## src/port_group_pkg.sv

```systemverilog
// package for the port group 0 block: register offsets, field layout, reset values
// assumes a 32-bit apb slave with one aligned word per register
package port_group_pkg;

   // register byte offsets
   localparam logic [7:0] OFS_SUMMARY   = 8'h00;
   localparam logic [7:0] OFS_DATA      = 8'h04;
   localparam logic [7:0] OFS_IOEN      = 8'h08;
   localparam logic [7:0] OFS_PULL      = 8'h0C;
   localparam logic [7:0] OFS_FLAGS     = 8'h10;
   localparam logic [7:0] OFS_IRQCTL    = 8'h14;
   localparam logic [7:0] OFS_DEBOUNCE  = 8'h18;
   localparam logic [7:0] OFS_MODESEL   = 8'h1C;
   localparam logic [7:0] OFS_FUNCSEL   = 8'h20;
   localparam logic [7:0] OFS_IRQMASK   = 8'h24;

   // geometry
   localparam int PIN_COUNT   = 8;
   localparam int GROUP_COUNT = 13;
   localparam int HI_FIELD    = 8;   // position of upper byte fields

   // summary bits that exist (groups able to interrupt); group 0 only is modelled here
   localparam logic [12:0] GROUP_IRQ_CAPABLE = 13'h0001;
   localparam int          GROUP_SELF        = 0;

   // reset values
   localparam logic [7:0]  RST_BYTE  = 8'h00;
   localparam logic [15:0] RST_HALF  = 16'h0000;
   localparam logic [31:0] RST_WORD  = 32'h0000_0000;

   // function codes of the 2-bit selector
   localparam logic [1:0] FN_DEDICATED = 2'h0;
   localparam logic [1:0] FN_UNIVERSAL = 2'h1;

   // per-pin pad control bundle
   typedef struct packed {
      logic [7:0] outValue;
      logic [7:0] outEnable;
      logic [7:0] inEnable;
      logic [7:0] pullEnable;
      logic [7:0] pullDirection;
   } pad_ctrl_t;

   // peripheral side bundle, one bit per pin
   typedef struct packed {
      logic [7:0] outValue;
      logic [7:0] outEnable;
   } periph_drive_t;

endpackage : port_group_pkg
```

## src/port_group0.sv

```systemverilog
// port group 0: gpio, edge interrupts, pin function routing and the group summary register
// assumes pins already pass through pad cells; apb runs on core_clk
// assumes the chattering filter sits in the pad logic and takes only its enables from here
// assumes the interrupt controller samples pinIrqRequest and irq as levels

// Summary of operation
// - summary bits 12..0 read one while a group has a pending pin interrupt.
// - summary bit drops by itself once the last set pin flag of the group is cleared.
// - only interrupt-capable groups have summary bits; others read zero.
// - summary register is read-only, resets to zero, top bits read zero.
// - eight pins offer gpio and per-pin interrupt generation.
// - pin flag clears only on writing one; writing zero keeps it.
// - mode bit zero gives gpio; one routes pin by 2-bit function code.
// - all control fields reset to zero.
module port_group0
   import port_group_pkg::*;
(
   input  wire logic              core_clk,        // 40 MHz system clock
   input  wire logic              rst_n,           // synchronous reset, active low
   input  wire logic              psel,            // apb select
   input  wire logic              penable,         // apb access phase
   input  wire logic              pwrite,          // apb direction
   input  wire logic [7:0]        paddr,           // apb byte address
   input  wire logic [31:0]       pwdata,          // apb write data
   input  wire logic [3:0]        pstrb,           // apb byte strobes
   output logic                   pready,          // apb ready
   output logic [31:0]            prdata,          // apb read data
   output logic                   pslverr,         // apb error, unmapped address
   input  wire logic [7:0]        pinIn,           // pad input levels
   output pad_ctrl_t              padCtrl,         // pad drive and pull control
   output logic [7:0]             debounceEnable,  // filter enables toward pad logic
   input  wire periph_drive_t     dedicatedDrive,  // function 0 peripheral signals
   input  wire periph_drive_t     universalDrive,  // function 1 multiplexer signals
   output logic [7:0]             dedicatedIn,     // pin levels for function 0
   output logic [7:0]             universalIn,     // pin levels for function 1
   output logic [7:0]             pinIrqRequest,   // per pin requests to the controller
   output logic                   irq              // masked level interrupt
);

   // control registers
   // funcCode_r holds two bits per pin, pin 0 in the lowest pair
   logic [7:0]  outValue_r;
   logic [7:0]  outEnable_r;
   logic [7:0]  inEnable_r;
   logic [7:0]  pullEnable_r;
   logic [7:0]  pullDirection_r;
   logic [7:0]  irqFlag_r;
   logic [7:0]  irqEnable_r;
   logic [7:0]  edgeSelect_r;
   logic [7:0]  debounce_r;
   logic [7:0]  modeSelect_r;
   logic [15:0] funcCode_r;
   logic [7:0]  irqMask_r;

   // input synchroniser, three stages
   logic [7:0]  syncA_r;
   logic [7:0]  syncB_r;
   logic [7:0]  syncC_r;
   logic [7:0]  pinLevel_r;

   // bus decode terms
   logic        wrEn;
   logic        addrHit;

   // per-register write strobes, access phase only
   logic        wrData;
   logic        wrIoen;
   logic        wrPull;
   logic        wrFlags;
   logic        wrIrqCtl;
   logic        wrDebounce;
   logic        wrMode;
   logic        wrFunc;
   logic        wrMask;

   // edge and flag terms
   logic [7:0]  riseEv;
   logic [7:0]  fallEv;
   logic [7:0]  edgeEv;
   logic [7:0]  flagSet;
   logic [7:0]  flagClr;

   // summary and read path
   logic [12:0] groupPending;
   logic [15:0] pwLow;
   logic [31:0] readWord;

   // single-cycle answer: no wait states needed for plain registers
   assign pready  = 1'b1;
   assign wrEn    = psel & penable & pwrite;
   assign pslverr = psel & penable & ~addrHit;
   // an unstrobed byte writes as zero, so it can never clear a flag
   assign pwLow   = {pstrb[1] ? pwdata[15:8] : 8'h00, pstrb[0] ? pwdata[7:0] : 8'h00};

   // one strobe per register keeps each register process small
   assign wrData     = wrEn && (paddr == OFS_DATA);
   assign wrIoen     = wrEn && (paddr == OFS_IOEN);
   assign wrPull     = wrEn && (paddr == OFS_PULL);
   assign wrFlags    = wrEn && (paddr == OFS_FLAGS);
   assign wrIrqCtl   = wrEn && (paddr == OFS_IRQCTL);
   assign wrDebounce = wrEn && (paddr == OFS_DEBOUNCE);
   assign wrMode     = wrEn && (paddr == OFS_MODESEL);
   assign wrFunc     = wrEn && (paddr == OFS_FUNCSEL);
   assign wrMask     = wrEn && (paddr == OFS_IRQMASK);

   // address decode: aligned offsets only, everything else is unmapped
   always_comb begin
      case (paddr)
         OFS_SUMMARY:  addrHit = 1'b1;
         OFS_DATA:     addrHit = 1'b1;
         OFS_IOEN:     addrHit = 1'b1;
         OFS_PULL:     addrHit = 1'b1;
         OFS_FLAGS:    addrHit = 1'b1;
         OFS_IRQCTL:   addrHit = 1'b1;
         OFS_DEBOUNCE: addrHit = 1'b1;
         OFS_MODESEL:  addrHit = 1'b1;
         OFS_FUNCSEL:  addrHit = 1'b1;
         OFS_IRQMASK:  addrHit = 1'b1;
         default:      addrHit = 1'b0;
      endcase
   end

   // three-stage chain; the first stage may go metastable, so only two and three are read
   always_ff @(posedge core_clk) begin
      if (!rst_n) begin
         syncA_r <= RST_BYTE;
         syncB_r <= RST_BYTE;
         syncC_r <= RST_BYTE;
      end else begin
         syncA_r <= pinIn;
         syncB_r <= syncA_r;
         syncC_r <= syncB_r;
      end
   end

   // accepted level: a change counts once stages two and three agree
   always_ff @(posedge core_clk) begin
      if (!rst_n) begin
         pinLevel_r <= RST_BYTE;
      end else begin
         for (int i = 0; i < PIN_COUNT; i++) begin
            if (syncB_r[i] == syncC_r[i]) begin
               pinLevel_r[i] <= syncC_r[i];
            end
         end
      end
   end

   // edge detection per pin: stages two and three agree on the new level while the
   // accepted level still holds the old one; gated by input enable so a disabled
   // input is quiet and cannot raise a flag
   generate
      for (genvar g = 0; g < PIN_COUNT; g++) begin : gEdge
         assign riseEv[g] = inEnable_r[g] & syncB_r[g] & syncC_r[g] & ~pinLevel_r[g];
         assign fallEv[g] = inEnable_r[g] & ~syncB_r[g] & ~syncC_r[g] & pinLevel_r[g];
         assign edgeEv[g] = edgeSelect_r[g] ? fallEv[g] : riseEv[g];
      end
   endgenerate

   // flag set and write-one clear; set wins the tie, so an edge landing on
   // the clearing cycle is never lost
   assign flagSet = edgeEv;
   assign flagClr = wrFlags ? pwLow[7:0] : 8'h00;

   always_ff @(posedge core_clk) begin
      if (!rst_n) begin
         irqFlag_r <= RST_BYTE;
      end else begin
         irqFlag_r <= (irqFlag_r & ~flagClr) | flagSet;
      end
   end

   // output data; the low byte is the input view and ignores writes
   always_ff @(posedge core_clk) begin
      if (!rst_n) begin
         outValue_r <= RST_BYTE;
      end else if (wrData && pstrb[1]) begin
         outValue_r <= pwdata[15:8];
      end
   end

   // pad enables: input enable in the high byte, output enable in the low byte
   always_ff @(posedge core_clk) begin
      if (!rst_n) begin
         inEnable_r  <= RST_BYTE;
         outEnable_r <= RST_BYTE;
      end else if (wrIoen) begin
         if (pstrb[1]) inEnable_r  <= pwdata[15:8];
         if (pstrb[0]) outEnable_r <= pwdata[7:0];
      end
   end

   // pull control: direction in the high byte, enable in the low byte
   // pulls apply whatever the routing, so a parked pin still sits at a known level
   always_ff @(posedge core_clk) begin
      if (!rst_n) begin
         pullDirection_r <= RST_BYTE;
         pullEnable_r    <= RST_BYTE;
      end else if (wrPull) begin
         if (pstrb[1]) pullDirection_r <= pwdata[15:8];
         if (pstrb[0]) pullEnable_r    <= pwdata[7:0];
      end
   end

   // interrupt control: edge select high byte, enable low byte
   // changing the edge select on a steady pin makes no event
   always_ff @(posedge core_clk) begin
      if (!rst_n) begin
         edgeSelect_r <= RST_BYTE;
         irqEnable_r  <= RST_BYTE;
      end else if (wrIrqCtl) begin
         if (pstrb[1]) edgeSelect_r <= pwdata[15:8];
         if (pstrb[0]) irqEnable_r  <= pwdata[7:0];
      end
   end

   // filter enables, only passed on to the pad logic
   always_ff @(posedge core_clk) begin
      if (!rst_n) begin
         debounce_r <= RST_BYTE;
      end else if (wrDebounce && pstrb[0]) begin
         debounce_r <= pwdata[7:0];
      end
   end

   // mode select, one bit per pin
   always_ff @(posedge core_clk) begin
      if (!rst_n) begin
         modeSelect_r <= RST_BYTE;
      end else if (wrMode && pstrb[0]) begin
         modeSelect_r <= pwdata[7:0];
      end
   end

   // function codes, two bits per pin; only used while the mode bit is set
   // a half-written code can glitch routing for a cycle, so write both bytes at once
   always_ff @(posedge core_clk) begin
      if (!rst_n) begin
         funcCode_r <= RST_HALF;
      end else if (wrFunc) begin
         if (pstrb[1]) funcCode_r[15:8] <= pwdata[15:8];
         if (pstrb[0]) funcCode_r[7:0]  <= pwdata[7:0];
      end
   end

   // interrupt mask for the single line, one means pass
   always_ff @(posedge core_clk) begin
      if (!rst_n) begin
         irqMask_r <= RST_BYTE;
      end else if (wrMask && pstrb[0]) begin
         irqMask_r <= pwdata[7:0];
      end
   end

   // summary: one bit per group; only interrupt-capable groups carry a value
   generate
      for (genvar k = 0; k < GROUP_COUNT; k++) begin : gSummary
         if (GROUP_IRQ_CAPABLE[k] && k == GROUP_SELF) begin : gOwn
            assign groupPending[k] = |irqFlag_r;
         end else begin : gAbsent
            assign groupPending[k] = 1'b0;
         end
      end
   endgenerate

   // read word of the addressed register; reserved bits and unmapped words read zero
   always_comb begin
      case (paddr)
         OFS_SUMMARY:  readWord = {19'h0_0000, groupPending};
         OFS_DATA:     readWord = {16'h0000, outValue_r, pinLevel_r & inEnable_r};
         OFS_IOEN:     readWord = {16'h0000, inEnable_r, outEnable_r};
         OFS_PULL:     readWord = {16'h0000, pullDirection_r, pullEnable_r};
         OFS_FLAGS:    readWord = {24'h00_0000, irqFlag_r};
         OFS_IRQCTL:   readWord = {16'h0000, edgeSelect_r, irqEnable_r};
         OFS_DEBOUNCE: readWord = {24'h00_0000, debounce_r};
         OFS_MODESEL:  readWord = {24'h00_0000, modeSelect_r};
         OFS_FUNCSEL:  readWord = {16'h0000, funcCode_r};
         OFS_IRQMASK:  readWord = {24'h00_0000, irqMask_r};
         default:      readWord = RST_WORD;
      endcase
   end

   // registered at the setup cycle, so the word stands through the access phase
   always_ff @(posedge core_clk) begin
      if (!rst_n) begin
         prdata <= RST_WORD;
      end else if (psel && !penable && !pwrite) begin
         prdata <= readWord;
      end
   end

   // pin routing: mode bit low gives gpio, high hands the pad to function 0 or 1;
   // codes 2 and 3 park the pin undriven with its input off, so no stray level
   // reaches either peripheral
   // pull control stays with the registers whatever the routing
   always_comb begin
      for (int i = 0; i < PIN_COUNT; i++) begin
         dedicatedIn[i] = 1'b0;
         universalIn[i] = 1'b0;
         if (!modeSelect_r[i]) begin
            padCtrl.outValue[i]  = outValue_r[i];
            padCtrl.outEnable[i] = outEnable_r[i];
            padCtrl.inEnable[i]  = inEnable_r[i];
         end else begin
            case (funcCode_r[2*i +: 2])
               FN_DEDICATED: begin
                  padCtrl.outValue[i]  = dedicatedDrive.outValue[i];
                  padCtrl.outEnable[i] = dedicatedDrive.outEnable[i];
                  padCtrl.inEnable[i]  = 1'b1;
                  dedicatedIn[i]       = pinLevel_r[i];
               end
               FN_UNIVERSAL: begin
                  padCtrl.outValue[i]  = universalDrive.outValue[i];
                  padCtrl.outEnable[i] = universalDrive.outEnable[i];
                  padCtrl.inEnable[i]  = 1'b1;
                  universalIn[i]       = pinLevel_r[i];
               end
               default: begin
                  padCtrl.outValue[i]  = 1'b0;
                  padCtrl.outEnable[i] = 1'b0;
                  padCtrl.inEnable[i]  = 1'b0;
               end
            endcase
         end
         padCtrl.pullEnable[i]    = pullEnable_r[i];
         padCtrl.pullDirection[i] = pullDirection_r[i];
      end
   end

   // filter enables only; the filter and its slow clock live in the pad logic
   assign debounceEnable = debounce_r;

   // requests forwarded only for enabled pins; mask gates the single line
   // the flag itself stays set whatever the enable, so software can still poll it
   assign pinIrqRequest = irqFlag_r & irqEnable_r;
   assign irq           = |(pinIrqRequest & irqMask_r);

   // limitation: key-entry reset and the other port groups are outside this block

endmodule : port_group0

```

## config.mk

```make
export PLATFORM = sky130hd
export DESIGN_NAME = port_group0
export DESIGN_NICKNAME = d
export VERILOG_FILES = /design/src/port_group_pkg.sv /design/src/port_group0.sv
export SDC_FILE = /design/constraint.sdc
export NUM_CORES = 1
export LEC_CHECK = 0
export ABC_AREA = 1
export BUFFER_PORTS_ARGS = -buffer_cell sky130_fd_sc_hd__buf_2
export CORE_MARGIN = 10
export CORE_UTILIZATION = 42
export CTS_CLUSTER_SIZE = 40
export DETAILED_ROUTE_END_ITERATION = 8
export PLACE_DENSITY = 0.73
export SYNTH_ARGS = -nofsm -noshare
export SYNTH_HDL_FRONTEND = slang
export SYNTH_SLANG_ARGS = --single-unit
```

## constraint.sdc

```tcl
create_clock -name core_clk -period 1.3 [get_ports core_clk]
set_clock_uncertainty 0.15 [all_clocks]
set_input_delay 0.065 -clock core_clk [delete_from_list [all_inputs] [get_ports core_clk]]
set_output_delay 0.065 -clock core_clk [all_outputs]
set_load 0.02 [all_outputs]
```

==> results, run 1 <==
- The async set-reset flop share out of synthesis is 0.
- For this design the total switching power over the nets is 2.559 mW.
- The maximum frequency from static timing analysis is 583.3 MHz.
- The maximum buffer depth of the clock tree is 2.
- The switching share of total power is 0.2432.
- The worst setup path is of the flip-flop to primary output kind.
- The internal power component is 7.965 mW.
- The count of mapped cells out of synthesis is 1102.
- The flow ran to the end, but the final reports show violations.
- The worst path setup slack after routing is -414.4 ps.
- Of the total power, combinational logic draws 0.078.
- The synthesis-to-layout area growth is 58.91%.
- Setup repair after global routing could not meet its margin everywhere.
- The horizontal extent of the die is 153.4 µm.
- The number of max-cap violations is 0.
- The number of clock sinks is 152.
- The number of filler instances in the final layout is 1253.
- Entering global routing, the biggest net connects 50 pins.
- The via count of the first global-routing pass is 8932.
- The repair_antennas step left the layout with diodes totalling 0.
- Summed over all nets, wire length on met3 after detailed routing comes to 3437 µm.
- The clock root buffer is sky130_fd_sc_hd__clkbuf_16.
- The class of the tightest hold or removal check is input port to flip-flop.
- The sequential area share after synthesis is 0.4072.
- Detailed placement ended at an HPWL of 20920 µm.
- The required time at the endpoint of the critical path is 1090 ps.
- The floorplan step defined a core boundary enclosing 17360 µm².
- The commonest cells after synthesis are sky130_fd_sc_hd__nand2_1, sky130_fd_sc_hd__dfxtp_1, sky130_fd_sc_hd__nor2_1.
- The clock latency at the later pin of the worst-skew pair is 440 ps.
- Setup violations remaining at the end of the flow were counted as 47.
- IR analysis of the VDD net gives a maximum drop of 0.0009164 V.
- For this run, the leading register cell type out of synthesis is sky130_fd_sc_hd__dfxtp_1.
- The detailed router finished its first iteration with 1174 violations.
- The power density over cell area is 886.3 nW/µm².
- Using the TritonRoute via totals, the vias-per-cell ratio works out to 5.594.
- The number of top-level design ports is 196.
- In this run the remaining antenna-violating nets after routing total 0.
- The initial utilization of the core area, before any placement, comes to 0.4305.
- In the final layout, flip-flops and latches occupy 3157 µm².
- The most common cell in the synthesized netlist is sky130_fd_sc_hd__nand2_1.
- The sort of element at the start of the critical path is a flip-flop.
- The highest layer touched by signal routing is met4.
- Row generation in the floorplan step produced 48 rows.
- The height of the chip is 153.4 µm.
- For the finished layout, the period the worst path requires is 1714 ps.
- The proportion of layout cells with a drive suffix above 1 is 0.4026.
- STA puts the critical path data arrival time at 1500 ps.
- The checks that failed: negative hold slack, negative setup slack.
- The mean area per synthesized cell is 6.781 µm².
- The global route total overflow is 0.
- By area the synthesized netlist is led by sky130_fd_sc_hd__dfxtp_1, sky130_fd_sc_hd__nand2_1, sky130_fd_sc_hd__nand3_1.
- The area share of the largest cell type after synthesis is 0.4072.
- The post-detailed-route wirelength per cell is 19.63 µm.
- The floorplan step defined a die boundary enclosing 23530 µm².
- The initial antenna violation count is 0.
- The worst-path maximum fanout is 3.
- Final hold analysis gives a worst-case slack of -6.576 ps.
- The first-pass GRT wire length is 48130 µm.
- STA classifies the critical path endpoint as a primary output.
- In this run, synthesis produced a sequential element count of 152.
- TritonCTS built the clock tree.
- For this run, design rule violations remaining after detail routing come to 0.
- The static power due to leakage is 5.446 nW.
- The synthesized design contains 0 enable-type register cells.
- Summing every instance area after synthesis gives 7472 µm².
- The share of total power dissipated in sequential elements is 0.443.
- In this run the number of H-tree levels came out at 4.
- The net count of the finished layout is 1529.
- The synthesized netlist contains 31 unique library cells.
- Clock-pin slew was measured on the worst setup and hold paths at 60 ps.
- The period utilization is 1.319.
- The total number of yosys warnings is 0.
- The detailed route wirelength on metal2 is 15780 µm.
- In this run, CTS created clock tree buffers numbering 17.
- The total wire length after detailed routing is 32950 µm.
- Summing internal, switching and leakage power gives 10.52 mW.
- Of the total power, the clock network draws 0.479.
- The number of max-slew violations in the final report came to 0.
- The global-route total usage across every layer is 0.2510.
- The length of routed wiring on met1 is 11930 µm.
- The final hold violation count is 10.
- In the final layout, the multi-input gates occupy 4314 µm².
- At the end of the flow the core is filled with cells to 0.6841.
- The count of buffers added on input and output ports is 160.
- The number of optimization iterations in the first detailed-route pass is 6.
- The cell taking the most area after synthesis is sky130_fd_sc_hd__dfxtp_1.
- The final estimated routing congestion in global placement is 0.9616.
- Detailed routing inserted a total of 9387 vias.
## worst max-delay path, cell delays in order, from the launching register on
cell and delay, ps:
sky130_fd_sc_hd__dfxtp_2 350, sky130_fd_sc_hd__or2_4 280, sky130_fd_sc_hd__o21ai_2 120, sky130_fd_sc_hd__nand2_1 80
sky130_fd_sc_hd__nand2_1 100, sky130_fd_sc_hd__buf_6 130
## final timing paths
check / slack, ps / cells past startpoint / to / startpoint
max: -410 / 5 / padCtrl[38] / funcCode_r[13]$_SDFFE_PN0P_
min: -7 / 4 / outEnable_r[0]$_SDFFE_PN0P_ / rst_n
max reg2reg: -30 / 9 / prdata[1]$_SDFFE_PN0P_ / pinLevel_r[1]$_SDFFE_PN0N_
min reg2reg: 260 / 2 / syncB_r[7]$_SDFF_PN0_ / syncA_r[7]$_SDFF_PN0_
## metrics by stage
stage               instance area, µm²  TNS [ps]  setup WS [ps]  std cells  hold slack, ps
finish                           11870     -9558         -414.4       1678          -6.576
global placement                  9066    -21400         -291.0       1543           99.56
global route                     11870    -11690         -467.5       1678           5.257
detailed placement                9066    -24560         -344.5       1543           99.76
CTS                              11260    -15510         -368.6       1661          -25.20
floorplan                         7548    -598.5         -74.81       1117           12.63
## routing by layer
layer | up-vias | global-route usage
met5 | - | 0
met2 | 612 | 0.4215
met4 | 0 | 0.1129
met1 | 4392 | 0.2901
met3 | 151 | 0.07127
li1 | 4232 | -
## cell type report
cell class	count	area share
multi-input cells	770	0.3633
flip-flops and latches	152	0.2659
repair buffers	356	0.2440
inverters	143	0.05321
clock buffers	22	0.03994
well taps	225	0.02371
clock inverters	10	0.009905
## flip-flops by register name, indices dropped and copies added (netlist names)
| register | flops |
|---|---|
| debounceEnable | 8 |
| syncB_r | 8 |
| outEnable_r | 8 |
| edgeSelect_r | 8 |
| outValue_r | 8 |
| pinLevel_r | 8 |
| irqFlag_r | 8 |
| funcCode_r | 16 |
| syncC_r | 8 |
| pullDirection_r | 8 |
| modeSelect_r | 8 |
| prdata | 16 |
| inEnable_r | 8 |
| pullEnable_r | 8 |
| irqEnable_r | 8 |
| irqMask_r | 8 |
| syncA_r | 8 |
## power by group through the flow
| stage | Combinational, mW | Clock (mW) | Sequential (mW) |
|---|---|---|---|
| floorplan | 0.326 | 0 | 4.80 |
| global route | 0.871 | 5.26 | 4.66 |
| finish | 0.819 | 5.04 | 4.66 |
| detailed placement | 0.570 | 0 | 4.81 |
| CTS | 0.756 | 5.04 | 4.67 |
| global placement | 0.563 | 0 | 4.81 |
## placed cells by master, fill, tap and decap left out, types with 20 or more instances in the layout
cell / n
sky130_fd_sc_hd__a21oi_1: 69
sky130_fd_sc_hd__buf_2: 103
sky130_fd_sc_hd__buf_4: 127
sky130_fd_sc_hd__buf_6: 68
sky130_fd_sc_hd__dfxtp_1: 101
sky130_fd_sc_hd__dfxtp_2: 31
sky130_fd_sc_hd__dfxtp_4: 20
sky130_fd_sc_hd__dlygate4sd3_1: 49
sky130_fd_sc_hd__inv_1: 93
sky130_fd_sc_hd__inv_2: 25
sky130_fd_sc_hd__nand2_1: 191
sky130_fd_sc_hd__nand3_1: 89
sky130_fd_sc_hd__nand3_2: 26
sky130_fd_sc_hd__nor2_1: 119
sky130_fd_sc_hd__nor2_4: 24
sky130_fd_sc_hd__o21ai_0: 94
## repair_timing
action	CTS	global route
endpoints found under the hold margin	124	1
pin swaps	48	50
hold buffers	49	1
setup buffers	45	18
endpoints found under the setup margin	52	96
resized for setup	305	141
cloned	1	0
## kinds of logic (layout without fill, tap and decap cells)
logic type             count (synthesis)  count (layout)  share of synthesized area
other                                  2              17                   0.001005
flip-flops                           152             152                     0.4072
buffers and inverters                195             531                     0.1174
AO/OA/AOI/OAI                        222             222                     0.1551
AND/OR/NAND/NOR                      531             531                     0.3193
Note: power is estimated with default switching activity, not from simulation.
==> run 2, diff against run 1 <==
--- a/config.mk
+++ b/config.mk
@@ -12,6 +12,7 @@
 export CTS_CLUSTER_SIZE = 40
 export DETAILED_ROUTE_END_ITERATION = 8
 export PLACE_DENSITY = 0.73
+export REMOVE_ABC_BUFFERS = 1
 export SYNTH_ARGS = -nofsm -noshare
 export SYNTH_HDL_FRONTEND = slang
 export SYNTH_SLANG_ARGS = --single-unit
==> run 2 against run 1 <==
  * The flow finishes with violations (negative setup slack)
  * Wire length shrank 7.9%
  * Clock-buffer cell count shrank 1
  * Fmax shrank 0.54%
  * Flip-flop and latch count is the same
  * Combinational power shrank 2%
  * Total power grew 2.8%
  * Largest cell class unchanged
  * Highest routed layer unchanged
==> results, run 2 (same netlist as run 1, synthesis figures left out) <==
- The area of the core is 17360 µm² (unchanged).
- The via count normalized by instance count was 5.366 (-4.1%).
- The total via count in the routed design is 8875 (-5.5%).
- The via count of the first global-routing pass came to 8858 (-0.83%).
- The sort of element at the start of the critical path is a flip-flop.
- The worst path setup slack after routing is -423.8 ps (-9.370 ps).
- The placed cell count is 1543 (unchanged).
- Relative to the synthesized area, the layout overhead comes to 54.72%.
- The top cell types in the final layout, fill and taps aside, are sky130_fd_sc_hd__nand2_1, sky130_fd_sc_hd__buf_4, sky130_fd_sc_hd__nor2_1.
- The count of nets left with antenna violations after detail routing was 0 (unchanged).
- The post-placement worst setup slack is -380.4 ps (-35.91 ps).
- The largest registers in the layout are funcCode_r x16, prdata x16.
- The CTS tree is yes.
- The maximum buffer depth of the clock tree is 2 (unchanged).
- The area enclosed by the die boundary came to 23530 µm² (unchanged).
- The maximum frequency from static timing analysis is 580.1 MHz (-0.54%).
- The level count of the clock H-tree is 4 (unchanged).
- The number of antenna cells inserted was 0 (unchanged).
- The HPWL reported at the end of detailed placement is 20840 µm (-0.36%).
- The reg2reg setup slack is -20 ps (about the same).
- The delay of the slowest cell on the worst path is 340 ps (about the same).
- The final hold violation count is 0 (-10).
- The first-pass GRT wire length is 46220 µm (-4.0%).
- The endpoint identified for the worst register-to-register timing path is prdata[0]$_SDFFE_PN0P_.
- The worst hold path depth is 5 (+1).
- The total wire length after detailed routing came to 30350 µm (-7.9%).
- The net count of the finished layout was 1505 (-1.6%).
- The height of the chip came to 153.4 µm (unchanged).
- The starting utilization of the core area is 0.4305 (unchanged).
- STA classifies the critical path endpoint as a primary output.
- The clock latency at the later pin of the worst-skew pair is 440 ps (about the same).
- The total clock buffers created by CTS was 17 (unchanged).
- The global-route total usage across every layer was 0.2414 (-0.009552).
- The total of endpoints with negative setup slack in the final report is 46 (-2.1%).
- In this run the most critical hold path is launched from penable.
- The critical path data arrival time is 1510 ps (about the same).
- In this run the clock root is driven by a sky130_fd_sc_hd__clkbuf_16.
- The number of DRC markers in iteration 0 is 844 (-28%).
- The critical path goes through nand2_2 > inv_2 > a221oi_2 > nand4_1 > buf_6.
- The proportion of layout cells with a drive suffix above 1 is 0.4045 (+0.001863).
- The worst-path maximum fanout came to 2 (-1).
- The static power due to leakage came to 5.348 nW (-1.8%).
- The number of clock sinks is 152 (unchanged).
- The site row count was 48 (unchanged).
- The maximum VDD drop is 0.0009608 V (+4.8%).
- The worst flop-to-flop path startpoint is irqFlag_r[0]$_SDFF_PN0_.
- The final estimated routing congestion in global placement is 0.9445 (-1.8%).
- The initial antenna violation count is 0 (unchanged).
- The number of optimization iterations in the first detailed-route pass is 6 (unchanged).
- The number of max-cap violations is 0 (unchanged).
- The post-layout minimum cycle time is 1724 ps (+9.370 ps).
- The worst-case reg-to-reg path depth came to 9 (unchanged).
- The checks that failed: negative setup slack.
- The number of max-slew violations in the final report came to 0 (unchanged).
- The worst hold slack is 32.69 ps (+39.27 ps).
- The horizontal extent of the die was 153.4 µm (unchanged).
- The number of filler instances in the final layout is 1362 (+8.7%).
- The worst hold path terminates at prdata[0]$_SDFFE_PN0P_.
- The clock-pin transition on the worst setup and hold timing paths came to 60 ps (about the same).
- The maximum number of pins on one net before global-route repair is 35 (-30%).
- Setup repair after global routing could not meet its margin everywhere.
- The start-to-end type of the worst setup path is flip-flop to primary output.
- The post-detailed-route wirelength per cell is 18.35 µm (-6.6%).
- The flow ran to the end, but the final reports show violations.
- The required time at the endpoint of the critical path was 1090 ps (about the same).
- The post-route DRC violation count is 0 (unchanged).
- The period utilization was 1.326 (+0.007208).
- The global route total overflow is 0 (unchanged).
- The class of the tightest hold or removal check is input port to flip-flop.
- The cell with the biggest individual delay on the critical path is sky130_fd_sc_hd__dfxtp_2.
- The number of top-level design ports is 196 (unchanged).
- The final standard cell count with taps included and fillers excluded is 1654 (-1.4%).
- The count of input and output buffers is 160 (unchanged).
- The library cell used most frequently in the layout, excluding fill and tap cells, is sky130_fd_sc_hd__nand2_1.
- The setup total negative slack came to -9381 ps (+177.2 ps).
- The power density over cell area is 936.1 nW/µm² (+5.6%).
-- run 2: cell count changes in the layout (fill, tap and decap cells not counted), moves of 3 or more --
cell	previous run	this run
sky130_fd_sc_hd__buf_4	127	131
sky130_fd_sc_hd__buf_6	68	65
sky130_fd_sc_hd__clkinvlp_4	1	5
sky130_fd_sc_hd__dlygate4sd3_1	49	25
sky130_fd_sc_hd__inv_1	93	88
sky130_fd_sc_hd__inv_2	25	31
sky130_fd_sc_hd__inv_6	11	8
sky130_fd_sc_hd__nand3_1	89	96
sky130_fd_sc_hd__nand3_2	26	19
sky130_fd_sc_hd__nor2_1	119	126
sky130_fd_sc_hd__nor2_2	17	13
sky130_fd_sc_hd__nor2_4	24	21
sky130_fd_sc_hd__o21ai_2	12	15
sky130_fd_sc_hd__o21ai_4	5	2
-- run 2: worst max-delay path by stage --
stage | start | end | slack, ps | depth (start not counted)
3_3_place_gp | paddr[7] | pullDirection_r[3]$_SDFFE_PN0P_ | -330 | 10
2_1_floorplan | paddr[7] | edgeSelect_r[0]$_SDFFE_PN0P_ | -340 | 6
4_1_cts | irqFlag_r[6]$_SDFF_PN0_ | irq | -360 | 5
6_report | irqFlag_r[4]$_SDFF_PN0_ | irq | -420 | 5
5_1_grt | irqFlag_r[4]$_SDFF_PN0_ | irq | -460 | 5
3_5_place_dp | paddr[1] | pullDirection_r[6]$_SDFFE_PN0P_ | -380 | 10
-- run 2: report_power, final --
| group | total, mW | leakage, nW | internal (mW) | switching, mW |
|---|---|---|---|---|
| combinational | 0.806 | 3.80 | 0.332 | 0.474 |
| clock | 5.35 | 0.292 | 3.31 | 2.04 |
| sequential | 4.67 | 1.26 | 4.65 | 0.0159 |
| total | 10.8 | 5.35 | 8.29 | 2.53 |
-- run 2: per-layer routing --
| layer | GRT usage | wire length (µm) | share of wire | vias to the layer above |
|---|---|---|---|---|
| li1 | - | - | - | 4189 |
| met5 | 0 | 0 | 0 | - |
| met4 | 0.1179 | 1021 | 0.034 | 0 |
| met2 | 0.3909 | 14310 | 0.47 | 505 |
| met3 | 0.07155 | 3078 | 0.10 | 81 |
| met1 | 0.2858 | 11940 | 0.39 | 4100 |
-- run 2: area by class of cell --
class / instances / area [µm²] / share of cell area
Clock buffer: 21 / 460.4 / 0.03983
Clock inverter: 11 / 171.4 / 0.01483
Inverter: 143 / 616.8 / 0.05335
Multi-Input combinational cell: 770 / 4230 / 0.3659
Sequential cell: 152 / 3152 / 0.2726
Tap cell: 225 / 281.5 / 0.02435
Timing Repair Buffer: 332 / 2649 / 0.2291
-- run 2: worst max-delay path, delay by kind of cell, from the launching register on --
kind                   cells  cell delay, ps
DFF                        1             340
AOI/OAI and AO/OA          1             280
and+or+nand+nor            2             230
buffers and inverters      2             220
-- run 2: stage by stage --
step | util | power, mW | area (µm²)
5_1_grt | 0.6661 | 11.09 | 11560
3_5_place_dp | 0.5205 | 5.421 | 9034
6_report | 0.6661 | 10.82 | 11560
4_1_cts | 0.6354 | 10.77 | 11030
3_3_place_gp | 0.5205 | 5.410 | 9034
2_1_floorplan | - | 5.042 | 7191
-- run 2: repair_timing --
action,in CTS,in global routing
setup endpoints to repair,51,87
endpoints found under the hold margin,112,0
pin swaps,52,55
setup buffers,48,15
resized for setup,287,139
hold buffers,25,0
